**src/include/srl_cfg.svh**
```systemverilog
// offsets, field positions, the PMC1 reset value, implemented-bit mask and part identifier of the routing register bank
`ifndef SRL_CFG_SVH
`define SRL_CFG_SVH
`define SRL_OFS_IPS1    12'h000
`define SRL_OFS_IPS2    12'h004
`define SRL_OFS_IPS3    12'h008
`define SRL_OFS_CO      12'h00c
`define SRL_OFS_CCS     12'h010
`define SRL_OFS_PRSC_H  12'h014
`define SRL_OFS_PRSC_L  12'h018
`define SRL_OFS_ID_H    12'h01c
`define SRL_OFS_ID_L    12'h020
`define SRL_OFS_PMC1    12'h024
`define SRL_OFS_PMC2    12'h028
`define SRL_OFS_INPUTS  12'h02c
`define SRL_PMC1_RESET  8'h1c
`define SRL_IPS2_IMPL   8'h3d
`define SRL_IPS1_T3CS   5
`define SRL_IPS1_PCSS   3
`define SRL_IPS1_T2CS   2
`define SRL_RXSRC_BIT   5
`define SRL_MODEN_BIT   0
`define SRL_DDRV_BIT    1
`define SRL_PMC1_FLAG   7
`define SRL_PMC1_ACK    6
`define SRL_PMC1_IE     5
`define SRL_PMC1_RE     4
`define SRL_PMC1_SE     3
`define SRL_PMC1_DE     2
`define SRL_PMC1_BGDS   1
`define SRL_PMC1_BANDGAP_BUFFER_ENABLE   0
`define SRL_PART_ID     12'h5a7 // arbitrary identifier value
`endif

```
**src/include/srl_pkg.sv**
```systemverilog
// types shared by the routing register bank
package srl_pkg;
    typedef enum logic [1:0] {
        SRL_BUS_IDLE  = 2'b00,
        SRL_BUS_WRITE = 2'b01,
        SRL_BUS_READ  = 2'b10
    } srl_phase_t;
    typedef enum logic [3:0] {
        SRL_CO_OFF  = 4'h0,
        SRL_CO_OSC1 = 4'h1,
        SRL_CO_OSC2 = 4'h2,
        SRL_CO_IRC  = 4'h3,
        SRL_CO_BUS  = 4'h4,
        SRL_CO_CORE = 4'h5,
        SRL_CO_LPO  = 4'h6,
        SRL_CO_CNV0 = 4'h8,
        SRL_CO_CNV1 = 4'h9
    } srl_clksel_t;
endpackage

```
**src/srl_bank.sv**
```systemverilog
// system routing and low-voltage control register bank on an ahb-lite slave
// Function
// - timer clock selects: pin or first-timer overflow
// - pulse counter input: pin or comparator
// - serial1 receive: pin or comparator 0
// - 3-bit timebase field picks modulation source
// - serial1 modulate enable gates timebase on
// - select-two unimplemented bits read 1 once written
// - serial2 receive: pin or comparator 1
// - serial2 own timebase field and enable
// - select-three bit1 doubles serial2 drive
// - filter clock: osc1, bus, rtc 512Hz; the bus setting drives a constant 1 here
// - 4-bit field muxes clock output pin
// - clock generator external: osc2 default, osc1
// - nonzero 11-bit match divides output clock
// - match split high bits 2-0, low 7-0
// - read-only 12-bit identifier, writes ignored
// - flag set on detect, ack bit clears
// - irq enable requests interrupt while flag set
// - reset enable forces chip reset on flag while detect enable is set
// - stop enable keeps detection during stop
// - detect and reset enables write-once
// - bandgap buffer enable and drive select
//
// Decided for this implementation: the placing of the registers and the AHB-Lite interface to the registers.
`timescale 1ns/1ps
`include "srl_cfg.svh"
module srl_bank (
    input  wire logic                 clk,
    input  wire logic                 rst,
    input  wire logic                 hsel,
    input  wire logic [11:0]          haddr,
    input  wire logic [1:0]           htrans,
    input  wire logic                 hwrite,
    input  wire logic [2:0]           hsize,
    input  wire logic [31:0]          hwdata,
    input  wire logic                 hready,
    output logic      [31:0]          hrdata,
    output logic                      hreadyout,
    output logic                      hresp,
    input  wire logic                 timerClkPin,
    input  wire logic                 timerOverflow,
    input  wire logic                 pcntPinDigital,
    input  wire logic                 pcntPinCompared,
    input  wire logic                 rx1Pin,
    input  wire logic                 rx2Pin,
    input  wire logic                 cmp0Out,
    input  wire logic                 cmp1Out,
    input  wire logic [6:0]           timebaseSrc,
    input  wire logic                 tx1Data,
    input  wire logic                 tx2Data,
    input  wire logic                 osc1Clk,
    input  wire logic                 rtc512Clk,
    input  wire logic [9:0]           clkOutSrc,
    input  wire logic                 lowVoltageEvent,
    input  wire logic                 stopMode,
    output logic                      timer3ClkOut,
    output logic                      timer2ClkOut,
    output logic                      pcntInputOut,
    output logic                      rx1Out,
    output logic                      rx2Out,
    output logic                      tx1PinOut,
    output logic                      tx2PinOut,
    output logic                      tx2DoubleDrive,
    output logic                      pcntFilterClkOut,
    output logic                      clockOutputPin,
    output logic                      clkgenExtSel,
    output logic                      lowVoltageIrq,
    output logic                      lowVoltageReset,
    output logic                      bandgapBufferEnable,
    output logic                      bandgapDriveSelect,
    output logic                      detectActive
);
    import srl_pkg::*;

    // ----------------------------------------------------------------
    // state
    // ----------------------------------------------------------------
    typedef struct packed {
        srl_phase_t  phase;
        logic [11:0] addr;
        logic [7:0]  ips1;
        logic [7:0]  ips2;
        logic [7:0]  ips3;
        logic [7:0]  co;
        logic [7:0]  ccs;
        logic [2:0]  prscH;
        logic [7:0]  prscL;
        logic [7:0]  pmc1;
        logic [7:0]  pmc2;
        logic        onceDone;
        logic [10:0] divCnt;
        logic        divOut;
        logic        ckOut;
        logic [31:0] rdata;
        logic        t3, t2, pulse_counter, rx1, rx2, tx1, tx2, ddrv, fclk, cko, ext;
        logic        irq, rstReq, bgE, bgD, detAct;
    } srl_state_t;

    srl_state_t st_reg;
    srl_state_t st_next;

    function automatic logic pickTimebase(input logic [2:0] sel, input logic [6:0] src);
        pickTimebase = (sel == 3'b111) ? 1'b0 : src[sel];
    endfunction

    // literal bits cannot be selected directly, so name the identifier
    localparam logic [11:0] partId = `SRL_PART_ID;

    logic [10:0] matchVal;
    logic        selClk;
    logic        detectOn;
    logic [7:0]  wByte;

    always_comb begin
        st_next  = st_reg;
        matchVal = {st_reg.prscH, st_reg.prscL};
        wByte    = hwdata[7:0];
        detectOn = st_reg.pmc1[`SRL_PMC1_DE] &&
                   (!stopMode || st_reg.pmc1[`SRL_PMC1_SE]);
        // ------------------------------------------------------------
        // bus data phase; registers are bytes in the low lane
        // ------------------------------------------------------------
        if (st_reg.phase == SRL_BUS_WRITE) begin
            if (st_reg.addr == `SRL_OFS_IPS1) begin
                st_next.ips1 = wByte;
            end else if (st_reg.addr == `SRL_OFS_IPS2) begin
                // unimplemented positions latch to one once written
                st_next.ips2 = (wByte & `SRL_IPS2_IMPL) | ~`SRL_IPS2_IMPL;
            end else if (st_reg.addr == `SRL_OFS_IPS3) begin
                st_next.ips3 = wByte;
            end else if (st_reg.addr == `SRL_OFS_CO) begin
                st_next.co = {4'h0, wByte[3:0]};
            end else if (st_reg.addr == `SRL_OFS_CCS) begin
                st_next.ccs = {7'h00, wByte[0]};
            end else if (st_reg.addr == `SRL_OFS_PRSC_H) begin
                st_next.prscH = wByte[2:0];
            end else if (st_reg.addr == `SRL_OFS_PRSC_L) begin
                st_next.prscL = wByte;
            end else if (st_reg.addr == `SRL_OFS_PMC1) begin
                st_next.pmc1[`SRL_PMC1_IE]   = wByte[`SRL_PMC1_IE];
                st_next.pmc1[`SRL_PMC1_SE]   = wByte[`SRL_PMC1_SE];
                st_next.pmc1[`SRL_PMC1_BGDS] = wByte[`SRL_PMC1_BGDS];
                st_next.pmc1[`SRL_PMC1_BANDGAP_BUFFER_ENABLE] = wByte[`SRL_PMC1_BANDGAP_BUFFER_ENABLE];
                if (!st_reg.onceDone) begin
                    st_next.pmc1[`SRL_PMC1_RE] = wByte[`SRL_PMC1_RE];
                    st_next.pmc1[`SRL_PMC1_DE] = wByte[`SRL_PMC1_DE];
                    st_next.onceDone           = 1'b1;
                end
                if (wByte[`SRL_PMC1_ACK]) begin
                    st_next.pmc1[`SRL_PMC1_FLAG] = 1'b0;
                end
            end else if (st_reg.addr == `SRL_OFS_PMC2) begin
                st_next.pmc2 = wByte;
            end
        end
        // detection set wins over a same-cycle acknowledge
        if (lowVoltageEvent && detectOn) begin
            st_next.pmc1[`SRL_PMC1_FLAG] = 1'b1;
        end
        // ------------------------------------------------------------
        // address phase
        // ------------------------------------------------------------
        st_next.phase = SRL_BUS_IDLE;
        if (hsel && hready && htrans[1]) begin
            st_next.addr  = haddr;
            st_next.phase = hwrite ? SRL_BUS_WRITE : SRL_BUS_READ;
        end
        st_next.rdata = 32'h0000_0000;
        if (hsel && hready && htrans[1] && !hwrite) begin
            if (haddr == `SRL_OFS_IPS1) begin
                st_next.rdata[7:0] = st_reg.ips1;
            end else if (haddr == `SRL_OFS_IPS2) begin
                st_next.rdata[7:0] = st_reg.ips2;
            end else if (haddr == `SRL_OFS_IPS3) begin
                st_next.rdata[7:0] = st_reg.ips3;
            end else if (haddr == `SRL_OFS_CO) begin
                st_next.rdata[7:0] = st_reg.co;
            end else if (haddr == `SRL_OFS_CCS) begin
                st_next.rdata[7:0] = st_reg.ccs;
            end else if (haddr == `SRL_OFS_PRSC_H) begin
                st_next.rdata[7:0] = {5'h00, st_reg.prscH};
            end else if (haddr == `SRL_OFS_PRSC_L) begin
                st_next.rdata[7:0] = st_reg.prscL;
            end else if (haddr == `SRL_OFS_ID_H) begin
                // upper nibble is undefined; reads as zero here
                st_next.rdata[7:0] = {4'h0, partId[11:8]};
            end else if (haddr == `SRL_OFS_ID_L) begin
                st_next.rdata[7:0] = partId[7:0];
            end else if (haddr == `SRL_OFS_PMC1) begin
                st_next.rdata[7:0] = st_reg.pmc1 & ~(8'h01 << `SRL_PMC1_ACK);
            end else if (haddr == `SRL_OFS_PMC2) begin
                st_next.rdata[7:0] = st_reg.pmc2;
            end else if (haddr == `SRL_OFS_INPUTS) begin
                st_next.rdata[7:0] = {stopMode, lowVoltageEvent, st_reg.divOut,
                                      5'h00};
            end
        end
        // ------------------------------------------------------------
        // clock output prescaler: toggles each match+1 cycles
        // ------------------------------------------------------------
        case (st_reg.co[3:0])
            SRL_CO_OSC1: selClk = clkOutSrc[1];
            SRL_CO_OSC2: selClk = clkOutSrc[2];
            SRL_CO_IRC:  selClk = clkOutSrc[3];
            SRL_CO_BUS:  selClk = clkOutSrc[4];
            SRL_CO_CORE: selClk = clkOutSrc[5];
            SRL_CO_LPO:  selClk = clkOutSrc[6];
            SRL_CO_CNV0: selClk = clkOutSrc[8];
            SRL_CO_CNV1: selClk = clkOutSrc[9];
            default:     selClk = 1'b0;
        endcase
        // selected clock is sampled, so the divider counts its rising edges
        if (matchVal == 11'h000 || st_reg.co[3:0] == SRL_CO_OFF) begin
            st_next.divCnt = 11'h000;
            st_next.divOut = 1'b0;
            st_next.cko    = selClk;
        end else begin
            if (selClk && !st_reg.cko) begin
                if (st_reg.divCnt >= matchVal) begin
                    st_next.divCnt = 11'h000;
                    st_next.divOut = !st_reg.divOut;
                end else begin
                    st_next.divCnt = st_reg.divCnt + 11'h001;
                end
            end
            st_next.cko = selClk;
        end
        // pin gets its own flop so the output never comes from a mux
        st_next.ckOut = (matchVal == 11'h000) ? st_next.cko : st_next.divOut;
        // ------------------------------------------------------------
        // routing outputs
        // ------------------------------------------------------------
        st_next.t3   = st_reg.ips1[`SRL_IPS1_T3CS] ? timerOverflow : timerClkPin;
        st_next.t2   = st_reg.ips1[`SRL_IPS1_T2CS] ? timerOverflow : timerClkPin;
        st_next.pulse_counter = st_reg.ips1[`SRL_IPS1_PCSS] ? pcntPinCompared : pcntPinDigital;
        st_next.rx1  = st_reg.ips2[`SRL_RXSRC_BIT] ? cmp0Out : rx1Pin;
        st_next.rx2  = st_reg.ips3[`SRL_RXSRC_BIT] ? cmp1Out : rx2Pin;
        st_next.tx1  = st_reg.ips2[`SRL_MODEN_BIT] ?
                       (tx1Data & pickTimebase(st_reg.ips2[4:2], timebaseSrc))
                       : tx1Data;
        st_next.tx2  = st_reg.ips3[`SRL_MODEN_BIT] ?
                       (tx2Data & pickTimebase(st_reg.ips3[4:2], timebaseSrc))
                       : tx2Data;
        st_next.ddrv = st_reg.ips3[`SRL_DDRV_BIT];
        case (st_reg.ips3[7:6])
            2'b00:   st_next.fclk = osc1Clk;
            // bus clock sampled on its own rising edge is always high
            2'b01:   st_next.fclk = 1'b1;
            2'b10:   st_next.fclk = rtc512Clk;
            default: st_next.fclk = 1'b0;
        endcase
        st_next.ext    = st_reg.ccs[0];
        st_next.irq    = st_reg.pmc1[`SRL_PMC1_IE] && st_reg.pmc1[`SRL_PMC1_FLAG];
        st_next.rstReq = st_reg.pmc1[`SRL_PMC1_RE] && st_reg.pmc1[`SRL_PMC1_DE]
                         && st_reg.pmc1[`SRL_PMC1_FLAG];
        st_next.bgE    = st_reg.pmc1[`SRL_PMC1_BANDGAP_BUFFER_ENABLE];
        st_next.bgD    = st_reg.pmc1[`SRL_PMC1_BGDS];
        st_next.detAct = detectOn;
    end

    always_ff @(posedge clk or posedge rst) begin
        if (rst) begin
            st_reg      <= '0;
            st_reg.pmc1 <= `SRL_PMC1_RESET;
        end else begin
            st_reg <= st_next;
        end
    end

    // ----------------------------------------------------------------
    // outputs
    // ----------------------------------------------------------------
    // the filter clock and the undivided clock output are sampled copies;
    // sources near bus rate alias, a limit of the single-clock design
    assign hrdata              = st_reg.rdata;
    assign hreadyout           = 1'b1;
    assign hresp               = 1'b0;
    assign timer3ClkOut        = st_reg.t3;
    assign timer2ClkOut        = st_reg.t2;
    assign pcntInputOut        = st_reg.pulse_counter;
    assign rx1Out              = st_reg.rx1;
    assign rx2Out              = st_reg.rx2;
    assign tx1PinOut           = st_reg.tx1;
    assign tx2PinOut           = st_reg.tx2;
    assign tx2DoubleDrive      = st_reg.ddrv;
    assign pcntFilterClkOut    = st_reg.fclk;
    assign clockOutputPin      = st_reg.ckOut;
    assign clkgenExtSel        = st_reg.ext;
    assign lowVoltageIrq       = st_reg.irq;
    assign lowVoltageReset     = st_reg.rstReq;
    assign bandgapBufferEnable = st_reg.bgE;
    assign bandgapDriveSelect  = st_reg.bgD;
    assign detectActive        = st_reg.detAct;

    // ----------------------------------------------------------------
    // checks
    // ----------------------------------------------------------------
    property p_irq;
        @(posedge clk) disable iff (rst)
        st_reg.pmc1[`SRL_PMC1_IE] && st_reg.pmc1[`SRL_PMC1_FLAG] |=> lowVoltageIrq;
    endproperty
    a_irq: assert property (p_irq) else $error("irq not raised");

    property p_rst;
        @(posedge clk) disable iff (rst)
        (st_reg.pmc1[4] && st_reg.pmc1[2] && st_reg.pmc1[7]) |=> lowVoltageReset;
    endproperty
    a_rst: assert property (p_rst) else $error("reset not forced");

    property p_flagset;
        @(posedge clk) disable iff (rst)
        lowVoltageEvent && detectOn |=> st_reg.pmc1[`SRL_PMC1_FLAG];
    endproperty
    a_flagset: assert property (p_flagset) else $error("flag lost");

    property p_once;
        @(posedge clk) disable iff (rst)
        st_reg.onceDone |=> $stable(st_reg.pmc1[`SRL_PMC1_DE]);
    endproperty
    a_once: assert property (p_once) else $error("write-once changed");

    property p_rx1;
        @(posedge clk) disable iff (rst)
        st_reg.ips2[5] |=> rx1Out == $past(cmp0Out);
    endproperty
    a_rx1: assert property (p_rx1) else $error("rx1 route wrong");

    property p_rx2;
        @(posedge clk) disable iff (rst)
        !st_reg.ips3[5] |=> rx2Out == $past(rx2Pin);
    endproperty
    a_rx2: assert property (p_rx2) else $error("rx2 route wrong");

    property p_nomod;
        @(posedge clk) disable iff (rst)
        !st_reg.ips2[0] |=> tx1PinOut == $past(tx1Data);
    endproperty
    a_nomod: assert property (p_nomod) else $error("tx1 modulated");

    property p_mod;
        @(posedge clk) disable iff (rst)
        st_reg.ips3[0] && !tx2Data |=> !tx2PinOut;
    endproperty
    a_mod: assert property (p_mod) else $error("tx2 not gated");

    property p_ips2;
        @(posedge clk) disable iff (rst)
        st_reg.phase == SRL_BUS_WRITE && st_reg.addr == `SRL_OFS_IPS2
        |=> st_reg.ips2[7:6] == 2'b11 && st_reg.ips2[1];
    endproperty
    a_ips2: assert property (p_ips2) else $error("unimpl bits not one");

    property p_t3;
        @(posedge clk) disable iff (rst)
        st_reg.ips1[5] |=> timer3ClkOut == $past(timerOverflow);
    endproperty
    a_t3: assert property (p_t3) else $error("timer3 route wrong");

    property p_ddrv;
        @(posedge clk) disable iff (rst)
        st_reg.ips3[`SRL_DDRV_BIT] |=> tx2DoubleDrive;
    endproperty
    a_ddrv: assert property (p_ddrv) else $error("double drive not set");

    property p_ext;
        @(posedge clk) disable iff (rst)
        !st_reg.ccs[0] |=> !clkgenExtSel;
    endproperty
    a_ext: assert property (p_ext) else $error("ext clock select wrong");

    property p_clkbyp;
        @(posedge clk) disable iff (rst)
        st_reg.co[3:0] == SRL_CO_OSC1 && {st_reg.prscH, st_reg.prscL} == 11'h000
        |=> clockOutputPin == $past(clkOutSrc[1]);
    endproperty
    a_clkbyp: assert property (p_clkbyp) else $error("bypass clock wrong");
endmodule

```
**config.mk**
```make
export PLATFORM = sky130hd
export DESIGN_NAME = srl_bank
export DESIGN_NICKNAME = d
export VERILOG_FILES = /design/src/include/srl_pkg.sv /design/src/srl_bank.sv
export VERILOG_INCLUDE_DIRS = /design/src /design/src/include
export SDC_FILE = /design/constraint.sdc
export NUM_CORES = 1
export LEC_CHECK = 0
export BUFFER_PORTS_ARGS = -buffer_cell sky130_fd_sc_hd__clkbuf_2
export CAP_MARGIN = 0
export CORE_ASPECT_RATIO = 1.1
export CORE_MARGIN = 8
export CORE_UTILIZATION = 58
export DETAILED_ROUTE_END_ITERATION = 10
export PLACE_DENSITY = 0.91
export SLEW_MARGIN = 0
export SYNTH_ARGS = -nofsm -noshare
export SYNTH_HDL_FRONTEND = slang
export SYNTH_SLANG_ARGS = --single-unit
export TNS_END_PERCENT = 100
```
**constraint.sdc**
```tcl
create_clock -name clk -period 7.5 [get_ports clk]
set_input_delay 1.125 -clock clk [delete_from_list [all_inputs] [get_ports clk]]
set_output_delay 1.125 -clock clk [all_outputs]
set_load 0.02 [all_outputs]
```
# [Word level (Yosys, flattened, before mapping)]
# Cells that the tools add are included.
[classes] n_addsub=1 order_cmp=3 eq_ne=39 mux=46 n_bitwise=11 reduce_logical=35
[ops] cell="2-to-1 mux 8 bit" n=13
[ops] cell="== test 12 x 5 -> 1 bit (second input constant)" n=7
[ops] cell="== test 12 x 6 -> 1 bit (second input constant)" n=6
[ops] cell="== test 12 x 4 -> 1 bit (second input constant)" n=4
[ops] cell="AND reduction 10 bit" n=3
[ops] cell="== test 12 x 3 -> 1 bit (second input constant)" n=2
[ops] cell="logical NOT 12 bit" n=2
[ops] cell="2-to-1 mux 1 bit" n=24
[ops] cell="2-to-1 mux 12 bit" n=2
[ops] cell="2-to-1 mux 14 bit" n=1
[ops] cell="!= test 2 x 1 -> 1 bit (second input constant)" n=7
[ops] cell="== test 4 x 3 -> 1 bit (second input constant)" n=3
[ops] cell="adder 11 x 1 -> 11 bit (second input constant)" n=1
[ops] cell=">= comparator 11 bit" n=1
[ops] cell="logical NOT 11 bit" n=1
[ops] cell="2-to-1 mux 11 bit" n=1
[ops] cell="logical AND 1 bit" n=9
[ops] cell="NOT 1 bit" n=9
[ops] cell="AND reduction 9 bit" n=1
[ops] cell="== test 4 x 2 -> 1 bit (second input constant)" n=2
[ops] cell="== test 4 bit (second input constant)" n=2
[ops] cell="< comparator 3 x 4 -> 1 bit (second input constant)" n=2
[ops] cell="case mux 1 bit (8 select lines)" n=1
[ops] cell="AND reduction 8 bit" n=1
[ops] cell="other kinds (19)" n=30
[totals] register_bits=106 in_bits=85 word_cells=169

# [Logic depth before layout (Yosys ltp)]
# Gate-level depths: netlist (run 1).
[logic_depth] depth_word=14 mapped_depth=8

# [Worst setup path before layout (run 1)]
# OpenSTA, ideal clock, no wires.
[synth_path] kind="input port to flip-flop" from="in haddr[10]" to="reg st_reg (netlist bit hrdata[0])" t_arrival_ns=2.478 setup_slack_ns=4.899 path_stages=4 path_buffers=0 path_cell_list="nor4_1 nand3_2 or3_1 o221a_2"
[synth_rtl] element="from (decl)" line="srl_bank.sv:32" text="input wire logic [11:0] haddr,"
[synth_rtl] element="to (signal assigned)" line="srl_bank.sv:267" text="st_reg <= st_next;"
[synth_rtl] element="to (decl)" line="srl_bank.sv:100" text="srl_state_t st_reg;"

==> results_dict.tcl, run 1 <==
set metrics [dict create \
    netlist_instances 508 \
    track_usage 0.215 \
    gp_congestion 0.968 \
    hold_class "reg -> reg" \
    swShare 0.272 \
    power.internal_uw 799 \
    initial_core_util 0.589 \
    hpwl_um 10300 \
    power_density_mw_per_mm2 184 \
    synth_area_leaders "dfrtp_1 47%, mux2_2 11%, buf_4 4.7%, o21ai_0 3.8%, ha_1 2.8%" \
    drt_wl_total_um 13600 \
    hold_violations 0 \
    wl_per_cell_um 19.5 \
    tightest_slew_ns 0.976 \
    die_w_um 108 \
    diodes 0 \
    synth.distinct_cells 65 \
    drt-met1-wl_um 5230 \
    wl_met3_um 1120 \
    tns_ns 0 \
    synth_edf_count 0 \
    async_reset_ff_frac 1.00 \
    nNetsFinal 673 \
    synthSimpleGateAreaFrac 0.142 \
    worstReg2RegStart "matchVal[10]$_DFFE_PP0P_" \
    grt_overflow 0 \
    synth_top_family_by_area "multiplexers" \
    cts_hold_buf 0 \
    fmax_ghz 0.341 \
    grt_pass1_vias 4230 \
    period_needed_ns 2.93 \
    setup-violations-final 0 \
    hold_start "st_next[5]$_DFFE_PP0P_" \
    numPortBuffers 78 \
    drv_cap 0 \
    grt_pass1_wl_um 21600 \
    dr.pass1.iters 4 \
    critPathCaptureType "flip-flop" \
    num_vias 4209 \
    io_pins 135 \
    synth_flop_cell "dfrtp_1" \
    ys_seq_area_frac 0.483 \
    p_leak_nw 2.88 \
    final_area_mm2 0.00597 \
    vias_per_cell 6.03 \
    largest_reg_flops 66 \
    grt_max_degree 56 \
    ant_nets 0 \
    synth.avg_cell_area_um2 10.7 \
    cts_tree "yes" \
    cts.sinks 105 \
    crit_path_top_delay_cell "nor4_4" \
    critPathMaxFanout 11 \
    rsz0062_at_grt "false" \
    slew_headroom 0.347 \
    n_fill_cell 724 \
    synth_compound_area_frac 0.127 \
    dieHeight_um 118 \
    core-area_mm2 0.00926 \
    area_delta_synth_final_pct 9.51 \
    combPwrFrac 0.125 \
    placed_cell_area_mm2 0.00578 \
    antenna_found_initial 0 \
    cts.htree.levels 3 \
    synth_largest_area_cell "dfrtp_1" \
    synth_top_area_share 0.468 \
    drc_errors 0 \
    holdPathStages 0 \
    synth_xor_area_frac 0 \
    clk_root_buffer_cell "clkbuf_8" \
    rows 37 \
    critPathLaunch "haddr[5]" \
    slew_violations 0 \
    reg2reg_depth 8 \
    cts_buffers 9 \
    timing.critical_path.cells "clkbuf_2, nor4_4, nand3_2, or3_1, nor3_1, nand2_1, o21ai_0" \
    ys_seq_elements 105 \
    drt_iter0_drc 256 \
    start_kind "input port" \
    finClkSkew_ns 0.00869 \
    p_sw_uw 299 \
    clk_latency_ns 0.38 \
    cts_buffer_depth 2 \
    ys_warn_count 0 \
    dr_wl_met2_um 6880 \
    synthAdderAreaFrac 0.0276 \
    status "complete, no violations" \
    power_frac_clock 0.306 \
    seqPwrFrac 0.569 \
    ctsResizeCount 0 \
    dieArea_mm2 0.0128 \
    fin_crit_sh 0.390 \
    slowest_delay_ns 0.55 \
    clkSlewWorstSetupHoldPaths_ns 0.10 \
    worstPathRequired_ns 7.78 \
    path_class "in -> reg" \
    syn_area_mm2 0.00545 \
    irDropWorstVdd_mv 0.107 \
    post_cts_buffers 0 \
    drive_gt1_frac 0.296 \
    highest_layer "met4" \
    muxShareOfSynthArea 0.146 \
    arrival_ns 3.21 \
]
per-layer routing:
layer,vias up,track usage
li1,1917,-
met1,2060,0.261
met2,202,0.359
met3,30,0.0487
met4,0,0.0840
met5,-,0
metrics by stage:
| step | utilization | cells | worst slack (ns) | power (mW) | hold WS [ns] |
|---|---|---|---|---|---|
| after floorplan | - | 532 | 3.62 | 0.730 | 0.370 |
| after global placement | 0.624 | 682 | 4.21 | 0.762 | 0.401 |
| after detailed placement | 0.624 | 682 | 4.22 | 0.771 | 0.414 |
| after CTS | 0.644 | 698 | 4.62 | 1.10 | 0.435 |
| after global routing | 0.644 | 698 | 4.38 | 1.14 | 0.445 |
| final | 0.644 | 698 | 4.57 | 1.10 | 0.438 |
cells in the final DEF, fill, tap and decap left out, types with 3 or more instances in the layout:
cell type  count
nand4_1        3
nor2_1        25
nand2b_1       6
nor2b_1        8
conb_1        26
a32oi_1        3
clkbuf_2      78
inv_1         20
nand2_1       40
mux2i_1       10
and3_1         9
ha_1          12
a22o_1        10
o211ai_1       4
o21ai_0       41
mux2_2        55
clkbuf_8      12
a21boi_0       3
a21oi_1       18
o22ai_1        5
nor3_1         7
nand3_1       12
nor4_1         6
dfstp_2        3
a22oi_1        3
nand3b_1       4
dfrtp_1      102
or3_1          3
cell usage after synthesis (4+ instances only):
library cell / number
o21ai_0: 41
mux2_2: 55
a22o_1: 10
dfrtp_1: 102
nor2_1: 25
nor4_1: 6
nor3_1: 7
inv_1: 21
a21oi_1: 18
nand2_1: 40
nor2b_1: 8
and3_1: 9
ha_1: 12
nand3_1: 12
buf_4: 34
o211ai_1: 4
clkbuf_1: 9
nand3b_1: 4
nand2b_1: 6
o22ai_1: 5
mux2i_1: 10
path summary, 6_finish.rpt:
kind | end | slack (ns)
max | hrdata[1]$_DFF_PP0_ | 4.57
min | clkgenExtSel$_DFF_PP0_ | 0.44
max reg2reg | st_reg[55]$_DFFE_PP0P_ | 4.89
min reg2reg | clkgenExtSel$_DFF_PP0_ | 0.44
max in group asynchronous | st_reg[114]$_DFFE_PP0P_ | 5.54
min in group asynchronous | st_next[8]$_DFFE_PP0P_ | 0.82
area by class of cell:
cell class                 count  area, um^2  area share
tap                          117         146      0.0245
inverter                      23        88.8      0.0149
clock inverter                 4        26.3     0.00440
sequential                   105        2630       0.441
multi-input combinational    358        2510       0.421
timing repair buffer          79         398      0.0667
clock buffer                  12         165      0.0277
cells by family (layout without fill, tap and decap cells):
| logic type | after synthesis | in the layout |
|---|---|---|
| simple gates | 143 | 143 |
| fa+ha+maj | 12 | 12 |
| other cells | 2 | 26 |
| flops | 105 | 105 |
| mux | 69 | 69 |
| buf+inv | 69 | 118 |
| compound gates | 108 | 108 |
power groups by stage:
stage	Clock, mW	Sequential (mW)	Combinational [mW]
6_report	0.336	0.624	0.137
5_1_grt	0.364	0.628	0.151
4_1_cts	0.342	0.624	0.137
3_5_place_dp	0	0.635	0.136
3_3_place_gp	0	0.632	0.130
2_1_floorplan	0	0.631	0.0997
critical path: cells and delay by family:
family,cells,cell delay (ns)
AOI/OAI and AO/OA,1,0.11
buffers and inverters,1,0.24
and+or+nand+nor,5,1.74
No activity file was read; power rests on OpenSTA's default activity.
==> run 2: changes to the inputs <==
ABC_AREA = 1   (was not set)
CORE_UTILIZATION = 49   (was 58)
PLACE_DENSITY = 0.82   (was 0.91)
clock period = 2.4 ns   (was 7.5 ns; I/O delays follow)
==> results_dict.tcl, run 2 <==
set metrics [dict create \
    status "complete, no violations" \
    cts_buffer_depth 2 \
    rows 41 \
    numPortBuffers 78 \
    timing.critical_path.cells "ha_1, a21oi_1, o21ai_0, nand3_1, nand3_1, nor2_1, nand3_1, o21ai_0" \
    period_needed_ns 2.08 \
    tightest_slew_ns 0.673 \
    ys_seq_area_frac 0.466 \
    arrival_ns 2.34 \
    vias_per_cell 5.00 \
    slew_headroom 0.550 \
    ctsResizeCount 0 \
    netlist_instances 718 \
    hpwl_um 10300 \
    post_cts_buffers 0 \
    final_core_util 0.566 \
    dr.pass1.iters 5 \
    cts_hold_buf 0 \
    cts.htree.levels 3 \
    num_vias 4733 \
    irDropWorstVdd_mv 0.531 \
    crit_cells 8 \
    cts.sinks 105 \
    path_class "reg -> reg" \
    drv_cap 0 \
    io_pins 135 \
    cts_tree "yes" \
    start_kind "flip-flop" \
    syn_area_mm2 0.00565 \
    core-area_mm2 0.0113 \
    nNetsFinal 888 \
    initial_core_util 0.498 \
    largest_reg_flops 66 \
    fmax_ghz 0.480 \
    final_area_mm2 0.00641 \
    synth_largest_area_cell "dfrtp_1" \
    area_delta_synth_final_pct 13.5 \
    clk_root_buffer_cell "clkbuf_16" \
    rsz0062_at_grt "false" \
    drc_errors 0 \
    tns_ns 0 \
    yosysMostFrequentCell "nand2_1" \
    dieArea_mm2 0.0152 \
    clk_latency_ns 0.36 \
    synth_edf_count 0 \
    dieHeight_um 129 \
    layout_common_cells "180 x nand2_1, 103 x inv_1, 102 x dfrtp_1" \
    ys_seq_elements 105 \
    cts_buffers 9 \
    critPathMaxFanout 11 \
    synth_top_area_share 0.452 \
    drt_wl_total_um 13400 \
    layout_commonest_cell "nand2_1" \
    drt_iter0_drc 409 \
    cp_common_cell "nand3_1" \
    critPathCaptureType "flip-flop" \
    slew_violations 0 \
    synth.distinct_cells 35 \
    grt_pass1_wl_um 21600 \
    reg2reg_depth 8 \
    hold_class "in -> async" \
    grt_max_degree 58 \
    slowest_delay_ns 0.45 \
    synth.avg_cell_area_um2 7.87 \
    grt_pass1_vias 4561 \
    placed_cell_area_mm2 0.00607 \
    async_reset_ff_frac 1.00 \
    ys_top_cells_by_count "180 x nand2_1, 104 x inv_1, 102 x dfrtp_1" \
    antenna_found_initial 0 \
    clkSlewWorstSetupHoldPaths_ns 0.07 \
    setup-violations-final 0 \
    ys_warn_count 0 \
    synth_area_leaders "dfrtp_1 45%, nand2_1 12%, o21ai_0 7.8%, inv_1 6.9%, buf_4 4.7%" \
    grt_overflow 0 \
    power_density_mw_per_mm2 612 \
    p_leak_nw 3.52 \
    diodes 0 \
    die_w_um 118 \
    crit_path_top_delay_cell "dfrtp_1" \
    hold_violations 0 \
    track_usage 0.177 \
    wl_per_cell_um 14.2 \
    ant_nets 0 \
    worstPathRequired_ns 2.66 \
    drive_gt1_frac 0.157 \
    fin_crit_sh 0.868 \
    path_buf_inv 0 \
    gp_congestion 0.909 \
    crit_family "simple AND/OR/NAND/NOR gates" \
    synth_flop_cell "dfrtp_1" \
    finClkSkew_ns 0.0129 \
]
run 2: cell types whose count changed after synthesis, moves of 8 or more:
cell     change
nand3_1     +29
nor2b_1      -8
and3_1       -9
a22o_1      -10
o21ai_0     +47
nor2_1      +22
inv_1       +83
nand2_1    +140
mux2_2      -49
mux2i_1     -10
run 2: cell families after synthesis:
family / count (synthesis) / share of synthesized area
other: 2 / 0.00133
AO/OA/AOI/OAI: 130 / 0.123
XOR/XNOR: 7 / 0.0109
multiplexers: 6 / 0.0120
buffers and inverters: 150 / 0.123
adder cells (fa/ha/maj): 12 / 0.0266
AND/OR/NAND/NOR: 306 / 0.237
flip-flops: 105 / 0.466
run 2: final cells by class:
class	instances	area, um^2
clock buffers	9	225
repair buffers	84	448
multi-input cells	487	2410
clock inverters	7	116
inverters	104	394
flip-flops and latches	105	2630
fillers	1093	4920
well taps	150	188
run 2: per-stage QoR:
| step | hold slack (ns) | cells | power [mW] | setup WS [ns] |
|---|---|---|---|---|
| floorplan | 0.369 | 742 | 2.19 | 0.637 |
| global placement | 0.386 | 930 | 2.28 | 0.400 |
| detailed placement | 0.388 | 930 | 2.29 | 0.342 |
| CTS | 0.00806 | 946 | 3.95 | 0.321 |
| global route | 0.0307 | 946 | 4.07 | 0.121 |
| finish | 0.00549 | 946 | 3.92 | 0.318 |
run 2: layer usage:
layer,part of all wire,track usage
met1,0.42,0.202
met2,0.49,0.304
met3,0.063,0.0543
met4,0.024,0.0759
met5,0,0
run 2: power by group:
| part | leakage (nW) | total [mW] | switching [mW] | internal, mW |
|---|---|---|---|---|
| Clock | 0.167 | 1.66 | 0.717 | 0.946 |
| Sequential | 1.22 | 1.91 | 0.0603 | 1.85 |
| Combinational | 2.14 | 0.354 | 0.237 | 0.116 |
| Total | 3.52 | 3.92 | 1.02 | 2.91 |
run 2: final timing paths:
kind	slack (ns)	start	endpoint
worst max-delay path	0.32	st_reg[52]$_DFFE_PP0P_	st_reg[53]$_DFFE_PP0P_
worst min-delay path	0.005	rst	st_reg[53]$_DFFE_PP0P_
worst max register to register	0.32	st_reg[52]$_DFFE_PP0P_	st_reg[53]$_DFFE_PP0P_
worst min register to register	0.42	st_next[8]$_DFFE_PP0P_	tx2DoubleDrive$_DFF_PP0_
max in group asynchronous	1.64	rst	st_reg[72]$_DFFE_PP1P_
min in group clk	0.19	tx2Data	tx2PinOut$_DFF_PP0_
==> run 3: changes to the inputs <==
HOLD_SLACK_MARGIN = 0.03   (was not set)
==> results_dict.tcl, run 3 (synthesized netlist as in run 2, its figures left out) <==
set metrics [dict create \
    cts_tree "yes" \
    drt_wl_total_um 13400 \
    place_worst_setup_slack_ns 0.342 \
    dieHeight_um 129 \
    critPathMaxFanout 11 \
    worstReg2RegStart "st_reg[52]$_DFFE_PP0P_" \
    drv_cap 0 \
    worst_hold_slack_ns 0.193 \
    cts_hold_buf 1 \
    start_kind "flip-flop" \
    finClkSkew_ns 0.0122 \
    grt_pass1_vias 4567 \
    clkSlewWorstSetupHoldPaths_ns 0.07 \
    nNetsFinal 889 \
    rrSetupSlack_ns 0.32 \
    period_needed_ns 2.08 \
    worst_slack_ns 0.321 \
    layout_commonest_cell "nand2_1" \
    antenna_found_initial 0 \
    core-area_mm2 0.0113 \
    slew_violations 0 \
    drt_iter0_drc 427 \
    ant_nets 0 \
    hpwl_um 10300 \
    rsz0062_at_grt "false" \
    clk_latency_ns 0.36 \
    p_leak_nw 3.53 \
    post_cts_buffers 0 \
    io_pins 135 \
    fin_crit_sh 0.866 \
    ctsResizeCount 0 \
    irDropWorstVdd_mv 0.534 \
    tns_ns 0 \
    clk_root_buffer_cell "clkbuf_16" \
    cp-endpoint "st_reg[53]$_DFFE_PP0P_" \
    placed_cell_area_mm2 0.00607 \
    final_area_mm2 0.00642 \
    setup-violations-final 0 \
    tightest_slew_ns 0.664 \
    reg2reg_depth 8 \
    initial_core_util 0.498 \
    drive_gt1_frac 0.157 \
    dieArea_mm2 0.0152 \
    arrival_ns 2.34 \
    grt_overflow 0 \
    grt_max_degree 58 \
    dr.pass1.iters 6 \
    track_usage 0.177 \
    slew_headroom 0.556 \
    rows 41 \
    hold_violations 0 \
    fmax_ghz 0.481 \
    largest_reg_flops 66 \
    grt_pass1_wl_um 21600 \
    drc_errors 0 \
    status "complete, no violations" \
    vias_per_cell 5.03 \
    worstPathRequired_ns 2.66 \
    critPathLaunch "st_reg[52]$_DFFE_PP0P_" \
    power_density_mw_per_mm2 611 \
    critPathCaptureType "flip-flop" \
    area_delta_synth_final_pct 13.7 \
    cts_buffers 9 \
    numPortBuffers 78 \
    num_vias 4762 \
    die_w_um 118 \
    gp_congestion 0.909 \
    cts.htree.levels 3 \
    hold_class "in -> reg" \
    diodes 0 \
    path_class "reg -> reg" \
    layout_common_cells "180 x nand2_1, 103 x inv_1, 102 x dfrtp_1" \
    wl_per_cell_um 14.2 \
    r2r_end "st_reg[53]$_DFFE_PP0P_" \
    cts.sinks 105 \
    cts_buffer_depth 2 \
]
[run 3: changes by cell type in the layout (fill, tap and decap cells not counted)]
cell / previous run / this run
dlygate4sd3_1: 0 / 1
[run 3: area by class of cell]
cell class,instances,area [um^2]
clock inverter,7,116
tap,150,188
fill,1092,4910
clock buffer,9,225
inverter,104,394
sequential,105,2630
timing repair buffer,85,458
multi-input combinational,487,2410
[run 3: how the worst min path moves through the flow]
stage | from | endpoint | slack, ns | cells after the start
after floorplan | st_next[5]$_DFFE_PP0P_ | clkgenExtSel$_DFF_PP0_ | 0.37 | 0
after global placement | rst | matchVal[3]$_DFFE_PP0P_ | 0.39 | 2
after detailed placement | rst | matchVal[3]$_DFFE_PP0P_ | 0.39 | 2
after CTS | tx2Data | tx2PinOut$_DFF_PP0_ | 0.19 | 3
after global routing | tx2Data | tx2PinOut$_DFF_PP0_ | 0.20 | 3
final | tx2Data | tx2PinOut$_DFF_PP0_ | 0.19 | 3
[run 3: per-layer routing]
layer  up-vias  track usage  part of all wire
met5         -            0                 0
met4         0       0.0759             0.027
met3        26       0.0543             0.064
met2       173        0.304              0.49
met1      2189        0.202              0.42
li1       2374            -                 -
[run 3: per-stage QoR]
| stage | utilization | power [mW] | std cells |
|---|---|---|---|
| after detailed placement | 0.536 | 2.29 | 930 |
| final | 0.567 | 3.92 | 947 |
| after global placement | 0.536 | 2.28 | 930 |
| after floorplan | - | 2.19 | 742 |
| after CTS | 0.567 | 3.96 | 947 |
| after global routing | 0.567 | 4.07 | 947 |
[run 3: power breakdown]
part           leakage (nW)  internal [mW]  switching [mW]
logic                  2.14          0.117           0.238
clock network         0.167          0.946           0.715
registers              1.22           1.85          0.0601
[run 3: worst max-delay path: stages (launching register included)]
cell and delay (ns):
dfrtp_1 0.46, ha_1 0.35, a21oi_1 0.14, o21ai_0 0.10, nand3_1 0.08, nand3_1 0.07
nor2_1 0.18, nand3_1 0.31, o21ai_0 0.29
